--- config.mk ---
export PLATFORM = sky130hd
export DESIGN_NAME = sar_adc_seq
export DESIGN_NICKNAME = d
export VERILOG_FILES = /design/src/hdl/sar_adc_pkg.sv /design/src/hdl/sar_adc_seq.sv
export SDC_FILE = /design/constraint.sdc
export NUM_CORES = 1
export LEC_CHECK = 0
export BUFFER_PORTS_ARGS = -buffer_cell sky130_fd_sc_hd__buf_2
export CORE_MARGIN = 1.5
export CORE_UTILIZATION = 64
export CTS_CLUSTER_DIAMETER = 150
export CTS_CLUSTER_SIZE = 14
export DETAILED_ROUTE_END_ITERATION = 7
export HOLD_SLACK_MARGIN = 0.06
export PLACE_DENSITY = 0.86
export SYNTH_ARGS = -nofsm -noshare
export SYNTH_HDL_FRONTEND = slang
export SYNTH_SLANG_ARGS = --single-unit
export TNS_END_PERCENT = 50
--- constraint.sdc ---
create_clock -name core_clk -period 5 [get_ports core_clk]
set_input_delay 0.5 -clock core_clk [delete_from_list [all_inputs] [get_ports core_clk]]
set_output_delay 0.5 -clock core_clk [all_outputs]
set_load 0.02 [all_outputs]
--- src/hdl/sar_adc_pkg.sv ---
// Constants, types and helpers for the converter sequencer
//
// Contract
// - 10-bit successive-approximation results; single and scan modes only.
// - Single mode converts the selected channel once when the start flag sets.
// - Single-mode result goes to the converted channel's own result register.
// - Single-mode end sets end flag; interrupt raised when enable is set.
// - Start flag reads 1 during single conversion, hardware clears it at end.
// - Clearing start mid-conversion abandons it and returns to wait.
// - Scan-enable/size 10 gives groups up to four, 11 up to eight.
// - Four-channel groups start at input 0, 4, 8 or 12 by channel bits 3:2.
// - Eight-channel groups start at input 0 or 8 by channel bit 3.
// - Scan stores each result in its channel's register as it finishes.
// - Scan sets end flag and interrupt only after the whole group.
// - After a full group, conversion restarts at the group's first channel.
// - Hardware never clears start flag in scan; groups repeat while it is 1.
// - Clearing start stops a scan to wait; next start begins at first channel.
// - After start: start delay, then sample-and-hold window, then conversion.
// - Delay 18-33/10-17/6-9/4-5, sample 127/63/31/15 states per clock select.
// - First or single conversion takes 515-530/259-266/131-134/67-68 states.
// - Later scan conversions take fixed 512/256/128/64 states.
// - Trigger select 11: falling edge on external pin sets the start flag.
// - Triggered conversions behave exactly as software-started ones.
// - Scan start from software, timer trigger or pin begins at first channel.
// - The conversion end interrupt can serve as a DMA start request.
// - Single mode codes 0000-0111 select inputs 0-7; top bit set prohibited.
// - Trigger select 01 enables timer trigger, 00 disables, 10 prohibited.
// - End flag cleared only by writing 0; writing 1 leaves it.
// - Scan-enable 0 selects single mode whatever the scan-size bit.
package sar_adc_pkg;

    localparam int RES_W = 10;
    localparam int NUM_CH = 16;
    localparam int CNT_W = 10;

    // Register byte offsets
    localparam logic [7:0] OFF_CSR = 8'h00;
    localparam logic [7:0] OFF_CTRL = 8'h04;
    localparam logic [1:0] RES_BASE_HI = 2'h1;

    // Control/status field positions
    localparam int CSR_END_BIT = 7;
    localparam int CSR_IEN_BIT = 6;
    localparam int CSR_START_BIT = 5;
    localparam int CSR_CH_LSB = 0;

    // Control field positions
    localparam int CTRL_TRIG_LSB = 6;
    localparam int CTRL_SCAN_ENABLE_BIT_BIT = 5;
    localparam int CTRL_SCAN_SIZE_BIT_BIT = 4;
    localparam int CTRL_CKS_LSB = 2;

    localparam logic [1:0] TRIG_OFF = 2'h0;
    localparam logic [1:0] TRIG_TIMER = 2'h1;
    localparam logic [1:0] TRIG_EXT = 2'h3;

    localparam logic [1:0] RESP_OKAY = 2'h0;
    localparam logic [1:0] RESP_SLVERR = 2'h2;

    // One state is one clock period
    localparam int CLK_PERIOD_NS = 10;
    localparam int STATE_NS = 10;
    localparam int STATE_CYC = STATE_NS / CLK_PERIOD_NS;

    localparam logic [RES_W-1:0] SAR_MSB = 10'h200;

    typedef enum logic [1:0] {
        ST_IDLE = 2'b00,
        ST_DELAY = 2'b01,
        ST_CONV = 2'b10
    } seq_state_t;

    typedef struct packed {
        logic sample;
        logic [3:0] chan;
        logic [RES_W-1:0] dac;
    } sar_drive_t;

    // Fixed conversion length in cycles
    function automatic logic [CNT_W-1:0] conv_cycles(input logic [1:0] cks);
        int s;
        case (cks)
            2'h0: s = 512;
            2'h1: s = 256;
            2'h2: s = 128;
            default: s = 64;
        endcase
        return CNT_W'(s * STATE_CYC);
    endfunction

    // Least start delay in cycles
    function automatic logic [CNT_W-1:0] delay_cycles(input logic [1:0] cks);
        int s;
        case (cks)
            2'h0: s = 18;
            2'h1: s = 10;
            2'h2: s = 6;
            default: s = 4;
        endcase
        return CNT_W'(s * STATE_CYC);
    endfunction

    // Sampling window in cycles
    function automatic logic [CNT_W-1:0] sample_cycles(input logic [1:0] cks);
        int s;
        case (cks)
            2'h0: s = 127;
            2'h1: s = 63;
            2'h2: s = 31;
            default: s = 15;
        endcase
        return CNT_W'(s * STATE_CYC);
    endfunction

    // Cycles per bit decision, remainder of the window over ten bits
    function automatic logic [CNT_W-1:0] bit_cycles(input logic [1:0] cks);
        return CNT_W'((int'(conv_cycles(cks)) - int'(sample_cycles(cks)))
            / RES_W);
    endfunction

endpackage

--- src/hdl/sar_adc_seq.sv ---
// Successive-approximation converter sequencer with AXI4-Lite registers
`timescale 1ns/1ps
`default_nettype none
module sar_adc_seq #(
    parameter int ADDR_W = 8
) (
    // Clock and reset
    input wire logic core_clk,
    input wire logic rst,
    // AXI4-Lite write address and data
    input wire logic s_axi_awvalid,
    output logic s_axi_awready,
    input wire logic [ADDR_W-1:0] s_axi_awaddr,
    input wire logic [2:0] s_axi_awprot,
    input wire logic s_axi_wvalid,
    output logic s_axi_wready,
    input wire logic [31:0] s_axi_wdata,
    input wire logic [3:0] s_axi_wstrb,
    // AXI4-Lite write response
    output logic s_axi_bvalid,
    input wire logic s_axi_bready,
    output logic [1:0] s_axi_bresp,
    // AXI4-Lite read
    input wire logic s_axi_arvalid,
    output logic s_axi_arready,
    input wire logic [ADDR_W-1:0] s_axi_araddr,
    input wire logic [2:0] s_axi_arprot,
    output logic s_axi_rvalid,
    input wire logic s_axi_rready,
    output logic [31:0] s_axi_rdata,
    output logic [1:0] s_axi_rresp,
    // Triggers
    input wire logic timer_trig,
    input wire logic ext_trigger_pin_n,
    // Analog front end
    input wire logic comp_in,
    output sar_adc_pkg::sar_drive_t drive,
    // Conversion end request
    output logic conv_end_irq,
    output logic dma_req
);

    ////////////////////////////////////////////////////////////////////////
    // Registers

    logic awready_r, wready_r, bvalid_r, arready_r, rvalid_r;
    logic [1:0] bresp_r, rresp_r;
    logic [31:0] rdata_r;

    logic end_r, ien_r, start_r;
    logic [3:0] chsel_r;
    logic [1:0] trig_r, cks_r;
    logic scan_enable_bit_r, scan_size_bit_r;
    logic end_nxt, start_nxt;

    logic ext_meta_r, ext_sync_r, ext_prev_r;
    logic comp_meta_r, comp_sync_r;

    sar_adc_pkg::seq_state_t st_r, st_nxt;
    logic [sar_adc_pkg::CNT_W-1:0] cnt_r, cnt_nxt, tmr_r, tmr_nxt;
    logic [3:0] ch_r, ch_nxt;
    logic [sar_adc_pkg::RES_W-1:0] sar_r, sar_nxt, mask_r, mask_nxt;
    logic conv_done, group_done;

    logic [sar_adc_pkg::RES_W-1:0] res_r [sar_adc_pkg::NUM_CH];
    sar_adc_pkg::sar_drive_t drive_r;
    logic irq_r, dma_r;

    ////////////////////////////////////////////////////////////////////////
    // Bus decode

    wire aw_take = s_axi_awvalid & s_axi_wvalid & ~awready_r & ~bvalid_r;
    wire wr_hs = s_axi_awvalid & awready_r & s_axi_wvalid & wready_r;
    wire wr_lane = s_axi_wstrb[0];
    wire wa_csr = s_axi_awaddr[7:0] == sar_adc_pkg::OFF_CSR;
    wire wa_ctrl = s_axi_awaddr[7:0] == sar_adc_pkg::OFF_CTRL;
    wire wa_res = s_axi_awaddr[7:6] == sar_adc_pkg::RES_BASE_HI
        && s_axi_awaddr[1:0] == 2'h0;
    wire wr_csr = wr_hs & wa_csr & wr_lane;
    wire wr_ctrl = wr_hs & wa_ctrl & wr_lane;
    wire [1:0] wr_resp = (wa_csr | wa_ctrl | wa_res) ?
        sar_adc_pkg::RESP_OKAY : sar_adc_pkg::RESP_SLVERR;

    wire ar_take = s_axi_arvalid & ~arready_r & ~rvalid_r;
    wire rd_hs = s_axi_arvalid & arready_r;
    wire ra_csr = s_axi_araddr[7:0] == sar_adc_pkg::OFF_CSR;
    wire ra_ctrl = s_axi_araddr[7:0] == sar_adc_pkg::OFF_CTRL;
    wire ra_res = s_axi_araddr[7:6] == sar_adc_pkg::RES_BASE_HI
        && s_axi_araddr[1:0] == 2'h0;
    wire [3:0] ra_idx = s_axi_araddr[5:2];

    wire [31:0] csr_word = {24'h000000, end_r, ien_r, start_r, 1'b0,
        chsel_r};
    wire [31:0] ctrl_word = {24'h000000, trig_r, scan_enable_bit_r, scan_size_bit_r, cks_r,
        2'b00};
    wire [31:0] res_word = {22'h000000, res_r[ra_idx]};
    wire [31:0] rd_mux = ra_csr ? csr_word :
        ra_ctrl ? ctrl_word :
        ra_res ? res_word : 32'h00000000;
    wire [1:0] rd_resp = (ra_csr | ra_ctrl | ra_res) ?
        sar_adc_pkg::RESP_OKAY : sar_adc_pkg::RESP_SLVERR;

    ////////////////////////////////////////////////////////////////////////
    // Bus handshake

    always_ff @(posedge core_clk) begin
        if (rst) begin
            awready_r <= 1'b0;
            wready_r <= 1'b0;
            bvalid_r <= 1'b0;
            bresp_r <= sar_adc_pkg::RESP_OKAY;
        end else begin
            awready_r <= aw_take;
            wready_r <= aw_take;
            if (wr_hs) begin
                bvalid_r <= 1'b1;
                bresp_r <= wr_resp;
            end else if (s_axi_bready) begin
                bvalid_r <= 1'b0;
            end
        end
    end

    always_ff @(posedge core_clk) begin
        if (rst) begin
            arready_r <= 1'b0;
            rvalid_r <= 1'b0;
            rdata_r <= 32'h00000000;
            rresp_r <= sar_adc_pkg::RESP_OKAY;
        end else begin
            arready_r <= ar_take;
            if (rd_hs) begin
                rvalid_r <= 1'b1;
                rdata_r <= rd_mux;
                rresp_r <= rd_resp;
            end else if (s_axi_rready) begin
                rvalid_r <= 1'b0;
            end
        end
    end

    ////////////////////////////////////////////////////////////////////////
    // Trigger and comparator synchronisers

    always_ff @(posedge core_clk) begin
        if (rst) begin
            ext_meta_r <= 1'b1;
            ext_sync_r <= 1'b1;
            ext_prev_r <= 1'b1;
            comp_meta_r <= 1'b0;
            comp_sync_r <= 1'b0;
        end else begin
            ext_meta_r <= ext_trigger_pin_n;
            ext_sync_r <= ext_meta_r;
            ext_prev_r <= ext_sync_r;
            comp_meta_r <= comp_in;
            comp_sync_r <= comp_meta_r;
        end
    end

    wire ext_fall = ext_prev_r & ~ext_sync_r;
    // Prohibited trigger code 10 starts nothing
    wire hw_trig = (trig_r == sar_adc_pkg::TRIG_TIMER & timer_trig)
        | (trig_r == sar_adc_pkg::TRIG_EXT & ext_fall);

    ////////////////////////////////////////////////////////////////////////
    // Channel group

    wire scan_mode = scan_enable_bit_r;
    // Top channel bit is ignored in single mode, so code 1xxx stays in 0-7
    wire [3:0] ch_first = !scan_mode ? {1'b0, chsel_r[2:0]} :
        !scan_size_bit_r ? {chsel_r[3:2], 2'b00} :
        {chsel_r[3], 3'b000};
    // Group end is the selected code itself for both group sizes
    wire [3:0] ch_last = scan_mode ? chsel_r : ch_first;

    wire [sar_adc_pkg::CNT_W-1:0] n_conv = sar_adc_pkg::conv_cycles(cks_r);
    wire [sar_adc_pkg::CNT_W-1:0] n_delay = sar_adc_pkg::delay_cycles(cks_r);
    wire [sar_adc_pkg::CNT_W-1:0] n_spl = sar_adc_pkg::sample_cycles(cks_r);
    wire [sar_adc_pkg::CNT_W-1:0] n_bit = sar_adc_pkg::bit_cycles(cks_r);

    ////////////////////////////////////////////////////////////////////////
    // Sequencer

    always_comb begin
        st_nxt = st_r;
        cnt_nxt = cnt_r + 1'b1;
        ch_nxt = ch_r;
        sar_nxt = sar_r;
        mask_nxt = mask_r;
        tmr_nxt = tmr_r;
        conv_done = 1'b0;
        group_done = 1'b0;
        case (st_r)
            sar_adc_pkg::ST_IDLE: begin
                cnt_nxt = '0;
                if (start_r) begin
                    st_nxt = sar_adc_pkg::ST_DELAY;
                    ch_nxt = ch_first;
                end
            end
            sar_adc_pkg::ST_DELAY: begin
                if (!start_r) begin
                    st_nxt = sar_adc_pkg::ST_IDLE;
                end else if (cnt_r == n_delay - 2'd2) begin
                    // Idle cycle plus this wait make up the start delay
                    st_nxt = sar_adc_pkg::ST_CONV;
                    cnt_nxt = '0;
                end
            end
            sar_adc_pkg::ST_CONV: begin
                if (!start_r) begin
                    st_nxt = sar_adc_pkg::ST_IDLE;
                    cnt_nxt = '0;
                end else begin
                    if (cnt_r == n_spl - 1'b1) begin
                        sar_nxt = sar_adc_pkg::SAR_MSB;
                        mask_nxt = sar_adc_pkg::SAR_MSB;
                        tmr_nxt = '0;
                    end else if (mask_r != '0) begin
                        if (tmr_r == n_bit - 1'b1) begin
                            // Comparator high keeps the trial bit
                            sar_nxt = (comp_sync_r ? sar_r : sar_r & ~mask_r)
                                | (mask_r >> 1);
                            mask_nxt = mask_r >> 1;
                            tmr_nxt = '0;
                        end else begin
                            tmr_nxt = tmr_r + 1'b1;
                        end
                    end
                    if (cnt_r == n_conv - 1'b1) begin
                        conv_done = 1'b1;
                        cnt_nxt = '0;
                        if (!scan_mode) begin
                            group_done = 1'b1;
                            st_nxt = sar_adc_pkg::ST_IDLE;
                        end else if (ch_r == ch_last) begin
                            group_done = 1'b1;
                            ch_nxt = ch_first;
                        end else begin
                            ch_nxt = ch_r + 1'b1;
                        end
                    end
                end
            end
            default: begin
                st_nxt = sar_adc_pkg::ST_IDLE;
                cnt_nxt = '0;
            end
        endcase
    end

    always_ff @(posedge core_clk) begin
        if (rst) begin
            st_r <= sar_adc_pkg::ST_IDLE;
            cnt_r <= '0;
            tmr_r <= '0;
            ch_r <= 4'h0;
            sar_r <= '0;
            mask_r <= '0;
        end else begin
            st_r <= st_nxt;
            cnt_r <= cnt_nxt;
            tmr_r <= tmr_nxt;
            ch_r <= ch_nxt;
            sar_r <= sar_nxt;
            mask_r <= mask_nxt;
        end
    end

    ////////////////////////////////////////////////////////////////////////
    // Control and status bits

    // Hardware set wins over a software clear in the same cycle
    always_comb begin
        start_nxt = start_r;
        if (conv_done && !scan_mode) begin
            start_nxt = 1'b0;
        end
        if (wr_csr) begin
            start_nxt = s_axi_wdata[sar_adc_pkg::CSR_START_BIT];
        end
        if (hw_trig) begin
            start_nxt = 1'b1;
        end
        end_nxt = end_r;
        if (wr_csr && !s_axi_wdata[sar_adc_pkg::CSR_END_BIT]) begin
            end_nxt = 1'b0;
        end
        if (group_done) begin
            end_nxt = 1'b1;
        end
    end

    always_ff @(posedge core_clk) begin
        if (rst) begin
            start_r <= 1'b0;
            end_r <= 1'b0;
            ien_r <= 1'b0;
            chsel_r <= 4'h0;
        end else begin
            start_r <= start_nxt;
            end_r <= end_nxt;
            if (wr_csr) begin
                ien_r <= s_axi_wdata[sar_adc_pkg::CSR_IEN_BIT];
                chsel_r <= s_axi_wdata[sar_adc_pkg::CSR_CH_LSB +: 4];
            end
        end
    end

    always_ff @(posedge core_clk) begin
        if (rst) begin
            trig_r <= sar_adc_pkg::TRIG_OFF;
            scan_enable_bit_r <= 1'b0;
            scan_size_bit_r <= 1'b0;
            cks_r <= 2'h0;
        end else if (wr_ctrl) begin
            trig_r <= s_axi_wdata[sar_adc_pkg::CTRL_TRIG_LSB +: 2];
            scan_enable_bit_r <= s_axi_wdata[sar_adc_pkg::CTRL_SCAN_ENABLE_BIT_BIT];
            scan_size_bit_r <= s_axi_wdata[sar_adc_pkg::CTRL_SCAN_SIZE_BIT_BIT];
            cks_r <= s_axi_wdata[sar_adc_pkg::CTRL_CKS_LSB +: 2];
        end
    end

    ////////////////////////////////////////////////////////////////////////
    // Result registers

    for (genvar i = 0; i < sar_adc_pkg::NUM_CH; i++) begin : g_res
        always_ff @(posedge core_clk) begin
            if (rst) begin
                res_r[i] <= '0;
            end else if (conv_done && ch_r == 4'(i)) begin
                res_r[i] <= sar_r;
            end
        end
    end

    ////////////////////////////////////////////////////////////////////////
    // Outputs

    always_ff @(posedge core_clk) begin
        if (rst) begin
            drive_r <= '0;
            irq_r <= 1'b0;
            dma_r <= 1'b0;
        end else begin
            drive_r.sample <= st_nxt == sar_adc_pkg::ST_CONV
                && cnt_nxt < n_spl;
            drive_r.chan <= ch_nxt;
            drive_r.dac <= sar_nxt;
            // Level request, drops once flag or enable clears
            irq_r <= end_nxt & ien_r;
            // One pulse per finished group while interrupts are enabled, for the DMA controller
            dma_r <= group_done & ien_r;
        end
    end

    assign s_axi_awready = awready_r;
    assign s_axi_wready = wready_r;
    assign s_axi_bvalid = bvalid_r;
    assign s_axi_bresp = bresp_r;
    assign s_axi_arready = arready_r;
    assign s_axi_rvalid = rvalid_r;
    assign s_axi_rdata = rdata_r;
    assign s_axi_rresp = rresp_r;
    assign drive = drive_r;
    assign conv_end_irq = irq_r;
    assign dma_req = dma_r;

endmodule
`default_nettype wire

# Word-level counts from Yosys, hierarchy flattened

Memories as Yosys holds them, arrays and structs flattened.
Cells that the tools add are included.

Flip-flop bits (word level): 107
RAM bits: 160
Input port bits: 68
Logic and storage cells: 286
Memories kept: 1

Memories:

| memory | words | bits a word | rd ports | clocked after Yosys merged registers in | write ports | RTL line          | source |
|---|---|---|---|---|---|---|---|
| res_r  | 16    | 10          | 1        | 0                                       | 16          | sar_adc_seq.sv:65 | `logic [sar_adc_pkg::RES_W-1:0] res_r [sar_adc_pkg::NUM_CH];` |

Add/subtract/negate cells: 8
Div/mod/pow operators: 1
Magnitude comparators: 1
Equality and inequality tests: 35
Muxes and demuxes: 124
Bitwise operators: 47
Reductions and logical operators: 40

Operators by type and width:

| operator                                           | count |
|---|---|
| 2-to-1 mux 10 bit                                  | 35 |
| 2-to-1 mux 1 bit                                   | 67 |
| == test 10 bit                                     | 4 |
| divider 32 x 5 -> 32 bit, second input constant    | 1 |
| == test 4 bit, second input constant               | 8 |
| case mux 10 bit (3 select lines)                   | 1 |
| subtractor 10 x 1 -> 10 bit, second input constant | 3 |
| 2-to-1 mux 4 bit                                   | 7 |
| logical AND 1 bit                                  | 21 |
| bitwise OR 1 bit                                   | 21 |
| case mux 7 bit (3 select lines)                    | 1 |
| adder 10 x 1 -> 10 bit, second input constant      | 2 |
| case mux 10 bit (2 select lines)                   | 1 |
| AND 1 bit                                          | 18 |
| == test 4 x 3 -> 1 bit, second input constant      | 4 |
| == test 8 x 3 -> 1 bit, second input constant      | 2 |
| logical NOT 8 bit                                  | 2 |
| 2-to-1 mux 2 bit                                   | 8 |
| case mux 5 bit (3 select lines)                    | 1 |
| subtractor 10 x 10 -> 11 bit                       | 1 |
| AND 10 bit                                         | 1 |
| == test 2 x 1 -> 1 bit, second input constant      | 5 |
| < comparator 10 bit                                | 1 |
| NOT 10 bit                                         | 1 |
| other kinds (21)                                   | 40 |

# Logic depth before layout (Yosys ltp)

Gate-level depths: netlist of run 1.

Word-level depth: 12
Depth in mapped cells: 15
Mapped depth without buffers: 14

# Worst setup path after synthesis of run 1

No wires, ideal clock.

Kind: flip-flop to flip-flop
Start point: register cks_r[1]
End point: register drive_r, in the netlist drive[14]
Setup time: 116 ps
Arrival: 2791 ps
Setup slack: 2092 ps
Cell stages (with the launch flop): 16
Clock period less this slack: 2908 ps
Cells stage by stage: dfxtp_1 > ha_1 > buf_2 > xor2_1 > nand4_4 > or2_1 > buf_6 > and3_1 > nor2_1 > nor2_1 > ha_1 > nand2_1 > nor3_1 > a41oi_1 > o2bb2ai_1 > and4_1

Cells in the longest elaborated chain, start to end: 9
Elaborated cells between the ends (all ways): 23

Ends and longest elaborated chain:

| item                                                                                       | RTL line                               | source |
|---|---|---|
| from (decl)                                                                                | sar_adc_seq.sv:52                      | `logic [1:0] trig_r, cks_r;` |
| from (signal assigned)                                                                     | sar_adc_seq.sv:321                     | `cks_r <= s_axi_wdata[sar_adc_pkg::CTRL_CKS_LSB +: 2];` |
| == test 2 bit (tied with other cells)                                                      | sar_adc_pkg.sv:82, sar_adc_pkg.sv:94   |  |
| case mux 10 bit (3 select lines) / case mux 5 bit (3 select lines) (equally long branches) | sar_adc_pkg.sv:82, sar_adc_pkg.sv:94   |  |
| subtractor 10 x 1 -> 10 bit / subtractor 10 x 2 -> 10 bit (equally long branches)          | sar_adc_seq.sv:231, sar_adc_seq.sv:205 |  |
| == test 10 bit (on tied branches)                                                          | sar_adc_seq.sv:231, sar_adc_seq.sv:205 |  |
| 2-to-1 mux 10 bit (on tied branches)                                                       | sar_adc_seq.sv:231, sar_adc_seq.sv:205 |  |
| 2-to-1 mux 10 bit (on tied branches)                                                       | sar_adc_seq.sv:212, sar_adc_seq.sv:203 |  |
| case mux 10 bit (2 select lines) *                                                         | sar_adc_seq.sv:194                     | `case (st_r)` |
| net cnt_nxt, one bit                                                                       | sar_adc_seq.sv:60                      | `logic [sar_adc_pkg::CNT_W-1:0] cnt_r, cnt_nxt, tmr_r, tmr_nxt;` |
| < comparator 10 bit *                                                                      | sar_adc_seq.sv:348                     | `&& cnt_nxt < n_spl;` |
| logical AND 1 bit *                                                                        | sar_adc_seq.sv:348                     |  |
| to (decl)                                                                                  | sar_adc_seq.sv:66                      | `sar_adc_pkg::sar_drive_t drive_r;` |

The timed path passes the listed nets; every way through them passes the cells marked *.
A chain may end at the register's enable or synchronous reset.

# Worst setup path in the final report of run 1

Ends and elaborated chain as after synthesis.

==> metrics.md, run 1 <==
| Metric | Value |
|---|---|
| Setup TNS | 0 ps |
| Row count | between 40 and 50 |
| Most area-hungry cell type in the Yosys netlist | edfxtp_1 |
| Crit. End Element | register |
| Mapped Area | 0.0118 mm2 |
| Synth top area cells | edfxtp_1, dfxtp_1, mux4_2 |
| CTS tree | done |
| H-tree depth | 1 |
| Post-CTS setup buffer count | 0 |
| CTS Buf Count | 21 |
| Top Ports | around 130 |
| Vias per cell | 6.27 |
| Post-CTS Resized | 0 |
| Gr usage total | 0.284 |
| DRC | 0 |
| Antenna Violating Nets Remaining | 0 |
| FMAX | 273 MHz |
| #FFs+latches synth | roughly 240 |
| First-pass DRT Iterations | 7 |
| Number of global-route vias before repair | between 7k and 8k |
| DR vias | roughly 8.1k |
| Final WL | approximately 27000 um |
| Final Max Tran Viols | 0 |
| Clk Latency, worst-skew pair | 510 ps |
| Clock Skew | between 15 and 20 ps |
| Placed insts | about 1.3k |
| Hold depth | 2 |
| RSZ-0062 raised after global routing | false |
| Finished Core Util | 0.697 |
| Synthesis-to-layout area growth | 6.25% |
| Clock Tree Buf Depth | 3 |
| Pin count of the biggest net entering global routing | between 40 and 50 |
| Final Hold Viols | 0 |
| Final Setup Violations | 0 |
| Nets | roughly 1.1k |
| Post-detail-place hpwl | about 18000 um |
| Die Y | approximately 140 um |
| Critical path fanouts, max | 9 |
| Yosys cell types | 61 |
| Hold Path Class | in -> reg |
| Post-synth top area share | 0.406 |
| Max-cap violations | 0 |
| Final min period | 3660 ps |
| Chip width | roughly 140 um |
| Warnings from Yosys | 0 |
| Post-Syn Instances | 1019 |
| Slew HR | 0.281 |
| Final cell count without fillers | 1287 |
| Final GP Congestion | 0.883 |
| Period utilization | 0.733 |
| Die Footprint | approximately 0.019 mm2 |
| Layout cell share with drive strength beyond 1 | 0.239 |
| Pwr dens | about 310 mW/mm2 |
| Run status | finished, final reports clean |
| Startpoint types | register |
| # hold bufs at CTS | 0 |
| Wire length per cell | approximately 21 um |
| Peak VDD IR | 0.218 mV |
| Required @ worst endpoint | approximately 5500 ps |
| DR iter-0 viols | around 1.1k |
| CTS Sinks | 243 |
| Worst-Margin Slew | 1080 ps |
| First-pass GRT wire length | between 40000 and 50000 um |
| Hold WS | around 190 ps |
| WP data arrival | just over 4000 ps |
| Setup CP Type | reg -> reg |
| Area of the core | between 0.015 and 0.02 mm2 |
| EDFF count, synth | 160 |
| Filler cell count | 1247 |
| Initial antenna violation count | 0 |
| R2r worst-path depth | 14 |
| Async set or reset register ratio after synthesis | 0 |
| Port Buffer Count | 68 |
| Global route total overflow | 0 |
| Main flop type after synthesis | edfxtp_1 |
| Leak pwr | approximately 4.2 nW |
| Reg clk slew, reported paths | around 70 ps |
| Synth Area per Inst | around 12 um2 |
| Clk root buf | clkbuf_16 |
| Register area share after synthesis | 0.546 |
| Initial core utilization | 0.656 |
[cells in the final DEF (no fill, tap or decap), types with 21 or more instances in the layout]
cell type and count:
a21oi_1 46, buf_2 68, clkbuf_16 21, conb_1 24, dfxtp_1 83, edfxtp_1 160
ha_1 21, mux2i_1 24, mux4_2 40, nand2_1 77, nor2_1 126, nor2_2 91
xnor2_1 25
[per-stage QoR]
stage               total power, mW  setup slack, ps  instance area (um2)
floorplan                      2.43             2090                11900
global placement               2.48             1520                12000
detailed placement             2.49             1450                12000
CTS                            3.95             1400                12600
global route                   4.05             1180                12600
finish                         3.95             1340                12600
[state kept, by name, summed over array words and instances (netlist names), 2 cells and up]
| register | cells |
|---|---|
| chsel_r | 4 |
| cks_r | 2 |
| cnt_r | 10 |
| drive | 15 |
| mask_r | 10 |
| res_r | 160 |
| s_axi_rdata | 10 |
| st_r | 2 |
| tmr_r | 10 |
| trig_r | 2 |
[kinds of logic (layout without fill, tap and decap cells)]
| group | Yosys count | after routing | synth area share |
|---|---|---|---|
| buffers and inverters | 108 | 123 | 0.0548 |
| AO/OA/AOI/OAI | 123 | 123 | 0.0675 |
| multiplexers | 64 | 64 | 0.0964 |
| flip-flops | 243 | 243 | 0.546 |
| other | 1 | 25 | 0.000317 |
| XOR/XNOR | 36 | 36 | 0.0266 |
| adder cells (fa/ha/maj) | 21 | 21 | 0.0222 |
| AND/OR/NAND/NOR | 423 | 423 | 0.186 |
[layout make-up]
| class | instances | area (um2) | share of cell area |
|---|---|---|---|
| Sequential cell | 243 | 6470 | 0.514 |
| Multi-Input combinational cell | 691 | 4800 | 0.382 |
| Clock buffer | 35 | 578 | 0.0460 |
| Timing Repair Buffer | 71 | 363 | 0.0289 |
| Tap cell | 229 | 287 | 0.0228 |
| Inverter | 16 | 60.1 | 0.00478 |
| Clock inverter | 1 | 11.3 | 0.000896 |
| Antenna cell | 1 | 2.50 | 0.000199 |
[critical path: stages (launching register included)]
cell and delay (ps):
dfxtp_1 590, inv_1 170, ha_1 290, xnor2_1 250, mux2i_1 290, or2_1 500
and3_1 310, nor2_1 80, nor2_1 130, ha_1 260, nand2_1 100, nor3_1 50
a41oi_1 250, o2bb2ai_1 130, and4_1 210
[power breakdown]
part	internal, mW	total [mW]	switching, mW
clock	0.790	1.49	0.704
combinational	0.0870	0.225	0.138
sequential	2.20	2.23	0.0254
[path summary, 6_finish.rpt]
| check | start | endpoint | slack (ps) |
|---|---|---|---|
| worst max-delay path | cks_r[1] | drive[14] | 1340 |
| worst min-delay path | ext_trigger_pin_n | ext_meta_r | 190 |
| worst max register to register | cks_r[1] | drive[14] | 1340 |
| worst min register to register | ext_meta_r | ext_sync_r | 410 |
[synth_stat cells (21+ instances only)]
library cell  instances
dfxtp_1              83
mux2i_1              24
nor2_1              126
ha_1                 21
nand2_1              77
xnor2_1              25
clkbuf_1             36
mux4_2               40
edfxtp_1            160
buf_4                25
nor2_2               91
a21oi_1              46
[per-layer routing]
metal	global-route usage	vias up	routed length, um
met2	0.477	402	13500
met5	0	-	0
met4	0.0954	0	765
met1	0.379	3971	11000
li1	-	3637	-
met3	0.0490	58	2210
No activity file was read; power rests on OpenSTA's default activity.
==> run 2, diff against run 1 <==
--- a/config.mk
+++ b/config.mk
@@ -7,12 +7,12 @@
 export LEC_CHECK = 0
 export BUFFER_PORTS_ARGS = -buffer_cell sky130_fd_sc_hd__buf_2
 export CORE_MARGIN = 1.5
-export CORE_UTILIZATION = 64
+export CORE_UTILIZATION = 59
 export CTS_CLUSTER_DIAMETER = 150
 export CTS_CLUSTER_SIZE = 14
 export DETAILED_ROUTE_END_ITERATION = 7
 export HOLD_SLACK_MARGIN = 0.06
-export PLACE_DENSITY = 0.86
+export PLACE_DENSITY = 0.8
 export SYNTH_ARGS = -nofsm -noshare
 export SYNTH_HDL_FRONTEND = slang
 export SYNTH_SLANG_ARGS = --single-unit
==> constraint.sdc (replaced) <==
create_clock -name core_clk -period 3.8 [get_ports core_clk]
set_input_delay 0.38 -clock core_clk [delete_from_list [all_inputs] [get_ports core_clk]]
set_output_delay 0.38 -clock core_clk [all_outputs]
set_load 0.02 [all_outputs]
==> run 2 against run 1 <==
  * Via count shrank 2.4%
  * Register-to-register slack lost 980 ps
  * Total power grew 32%
  * Wire length shrank 3.2%
  * Sequential power grew 31%
  * Non-clock buffer count grew 15
  * Die area grew 8.3%
  * Largest cell class unchanged
  * Worst setup slack lost 980 ps
  * Critical path type unchanged
  * Critical path depth is the same
  * Worst hold slack lost 120 ps
==> metrics.md, run 2 (synthesis gave the netlist of run 1 again) <==
| Metric | Value |
|---|---|
| Final Setup Violations | 0 (unchanged) |
| Setup slack, reg-to-reg | 360 ps (was 1340 ps) |
| CTS Sinks | 243 (unchanged) |
| Row count | 51 (was 49) |
| Critical path fanouts, max | 9 (unchanged) |
| Initial core utilization | 0.604 (was 0.656) |
| DR vias | 7878 (was 8068) |
| Seq. cell area | 0.00647 mm2 (unchanged) |
| Post-CTS Resized | 0 (unchanged) |
| Post-detail-place hpwl | 17800 um (about the same) |
| Pwr dens | 408 mW/mm2 (was 314 mW/mm2) |
| # hold bufs at CTS | 0 (unchanged) |
| Seq pwr share | 0.564 (was 0.565) |
| Final setup margin | 359 ps (was 1340 ps) |
| DR iter-0 viols | 895 (was 1072) |
| Slew HR | 0.291 (was 0.281) |
| Leak pwr | 4.30 nW (was 4.23 nW) |
| Setup CP Type | reg -> reg (unchanged) |
| Peak VDD IR | 0.285 mV (was 0.218 mV) |
| Final min period | 3440 ps (was 3660 ps) |
| Clk Latency, worst-skew pair | 510 ps (about the same) |
| Sw frac | 0.220 (about the same) |
| Hold WS | 74.6 ps (was 193 ps) |
| Max-cap violations | 0 (unchanged) |
| Switch Pwr | 1.14 mW (was 867 uW) |
| First-pass DRT Iterations | 5 (was 7) |
| Most frequent cells in the layout | edfxtp_1, nor2_1, nor2_2, dfxtp_1, nand2_1 (unchanged) |
| Crit. End Element | register (unchanged) |
| Nets | 1148 (was 1133) |
| Initial antenna violation count | 0 (unchanged) |
| Period utilization | 0.905 (was 0.733) |
| Wire length per cell | 19.9 um (was 21.3 um) |
| Top Ports | 126 (unchanged) |
| Place WS | 480 ps (was 1450 ps) |
| Filler cell count | 1461 (was 1247) |
| Layout cell share with drive strength beyond 1 | 0.250 (was 0.239) |
| Total Power | 5.20 mW (was 3.95 mW) |
| Setup TNS | 0 ps (unchanged) |
| Final Hold Viols | 0 (unchanged) |
| Required @ worst endpoint | 4200 ps (was 5450 ps) |
| Post-CTS setup buffer count | 0 (unchanged) |
| Clock Tree Buf Depth | 3 (unchanged) |
| Synthesis-to-layout area growth | 7.67% (was 6.25%) |
| CTS tree | done (unchanged) |
| Antenna Violating Nets Remaining | 0 (unchanged) |
| FMAX | 291 MHz (was 273 MHz) |
| RSZ-0062 raised after global routing | false (unchanged) |
| First-pass GRT wire length | 41600 um (was 42700 um) |
| Die Y | 145 um (was 139 um) |
| Proportion of power drawn by combinational gates | 0.057 (about the same) |
| Final Max Tran Viols | 0 (unchanged) |
| Chip width | 145 um (was 139 um) |
| Clock Skew | 15.3 ps (was 19.1 ps) |
| Worst-Margin Slew | 1060 ps (was 1080 ps) |
| WP data arrival | 3850 ps (was 4110 ps) |
| R2r worst-path depth | 14 (unchanged) |
| H-tree depth | 1 (unchanged) |
| Pin count of the biggest net entering global routing | 48 (unchanged) |
| Global route total overflow | 0 (unchanged) |
| Vias per cell | 5.89 (was 6.27) |
| Max FFs per register | 160 (unchanged) |
| Most common library cell in the layout ignoring fill and taps | edfxtp_1 (unchanged) |
| Clk root buf | clkbuf_16 (unchanged) |
| Clock network fraction of total power | 0.379 (was 0.378) |
| Hold depth | 2 (unchanged) |
| Multi-input logic area | 0.00480 mm2 (unchanged) |
| CTS Buf Count | 21 (unchanged) |
| Internal power | 4.06 mW (was 3.08 mW) |
| DRC | 0 (unchanged) |
| Number of global-route vias before repair | 7633 (was 7827) |
| Startpoint types | register (unchanged) |
| Die Footprint | 0.0209 mm2 (was 0.0193 mm2) |
| Run status | finished, final reports clean (unchanged) |
| Port Buffer Count | 68 (unchanged) |
| Largest Register | res_r (unchanged) |
| Final GP Congestion | 0.848 (was 0.883) |
| Final WL | 26600 um (was 27500 um) |
| Diodes inserted | 0 (was 1) |
| Reg clk slew, reported paths | 70 ps (about the same) |
| Hold Path Class | in -> reg (unchanged) |
| Area of the core | 0.0196 mm2 (was 0.0180 mm2) |
| Gr usage total | 0.263 (was 0.284) |
[run 2: cell types whose count changed in the layout (fill, tap and decap cells not counted), sizes merged]
cell	before	now
buf	71	86
diode	1	0
[run 2: cell type report]
| class | instances | share of cell area |
|---|---|---|
| timing repair buffer | 86 | 0.0383 |
| clock buffer | 35 | 0.0454 |
| tap | 265 | 0.0260 |
| multi-input combinational | 691 | 0.377 |
| clock inverter | 1 | 0.000884 |
| inverter | 16 | 0.00471 |
| sequential | 243 | 0.508 |
[run 2: power groups by stage]
stage | Combinational, mW | Sequential [mW] | Clock [mW]
after floorplan | 0.220 | 2.98 | 0
after global placement | 0.288 | 2.98 | 0
after detailed placement | 0.294 | 2.99 | 0
after CTS | 0.296 | 2.93 | 1.99
after global routing | 0.320 | 2.94 | 2.08
final | 0.297 | 2.93 | 1.97
[run 2: layer usage]
layer,track usage,vias to the layer above,part of all wire
met3,0.0500,54,0.081
met4,0.0856,0,0.030
met2,0.429,367,0.47
li1,-,3659,-
met5,0,-,0
met1,0.358,3798,0.41
[run 2: final timing paths]
check               startpoint    endpoint
max                   cks_r[1]   drive[14]
min          ext_trigger_pin_n  ext_meta_r
max reg2reg           cks_r[1]   drive[14]
min reg2reg         ext_meta_r  ext_sync_r
[run 2: worst max-delay path, stage by stage, from the launching register on]
cell and delay, ps:
dfxtp_1 570, inv_1 170, ha_1 290, xnor2_1 170, nand4_1 90, nor4_1 510
a31oi_1 250, nor2_1 180, nor2_1 70, ha_1 300, nand2_1 80, nor3_1 140
a41oi_1 150, o2bb2ai_1 150, and4_1 210
[run 2: metrics by stage]
step / util / cells / area, um2
global placement: 0.620 / 1301 / 12200
finish: 0.650 / 1337 / 12700
detailed placement: 0.620 / 1301 / 12200
floorplan: - / 1042 / 11900
CTS: 0.650 / 1337 / 12700
global route: 0.650 / 1337 / 12700
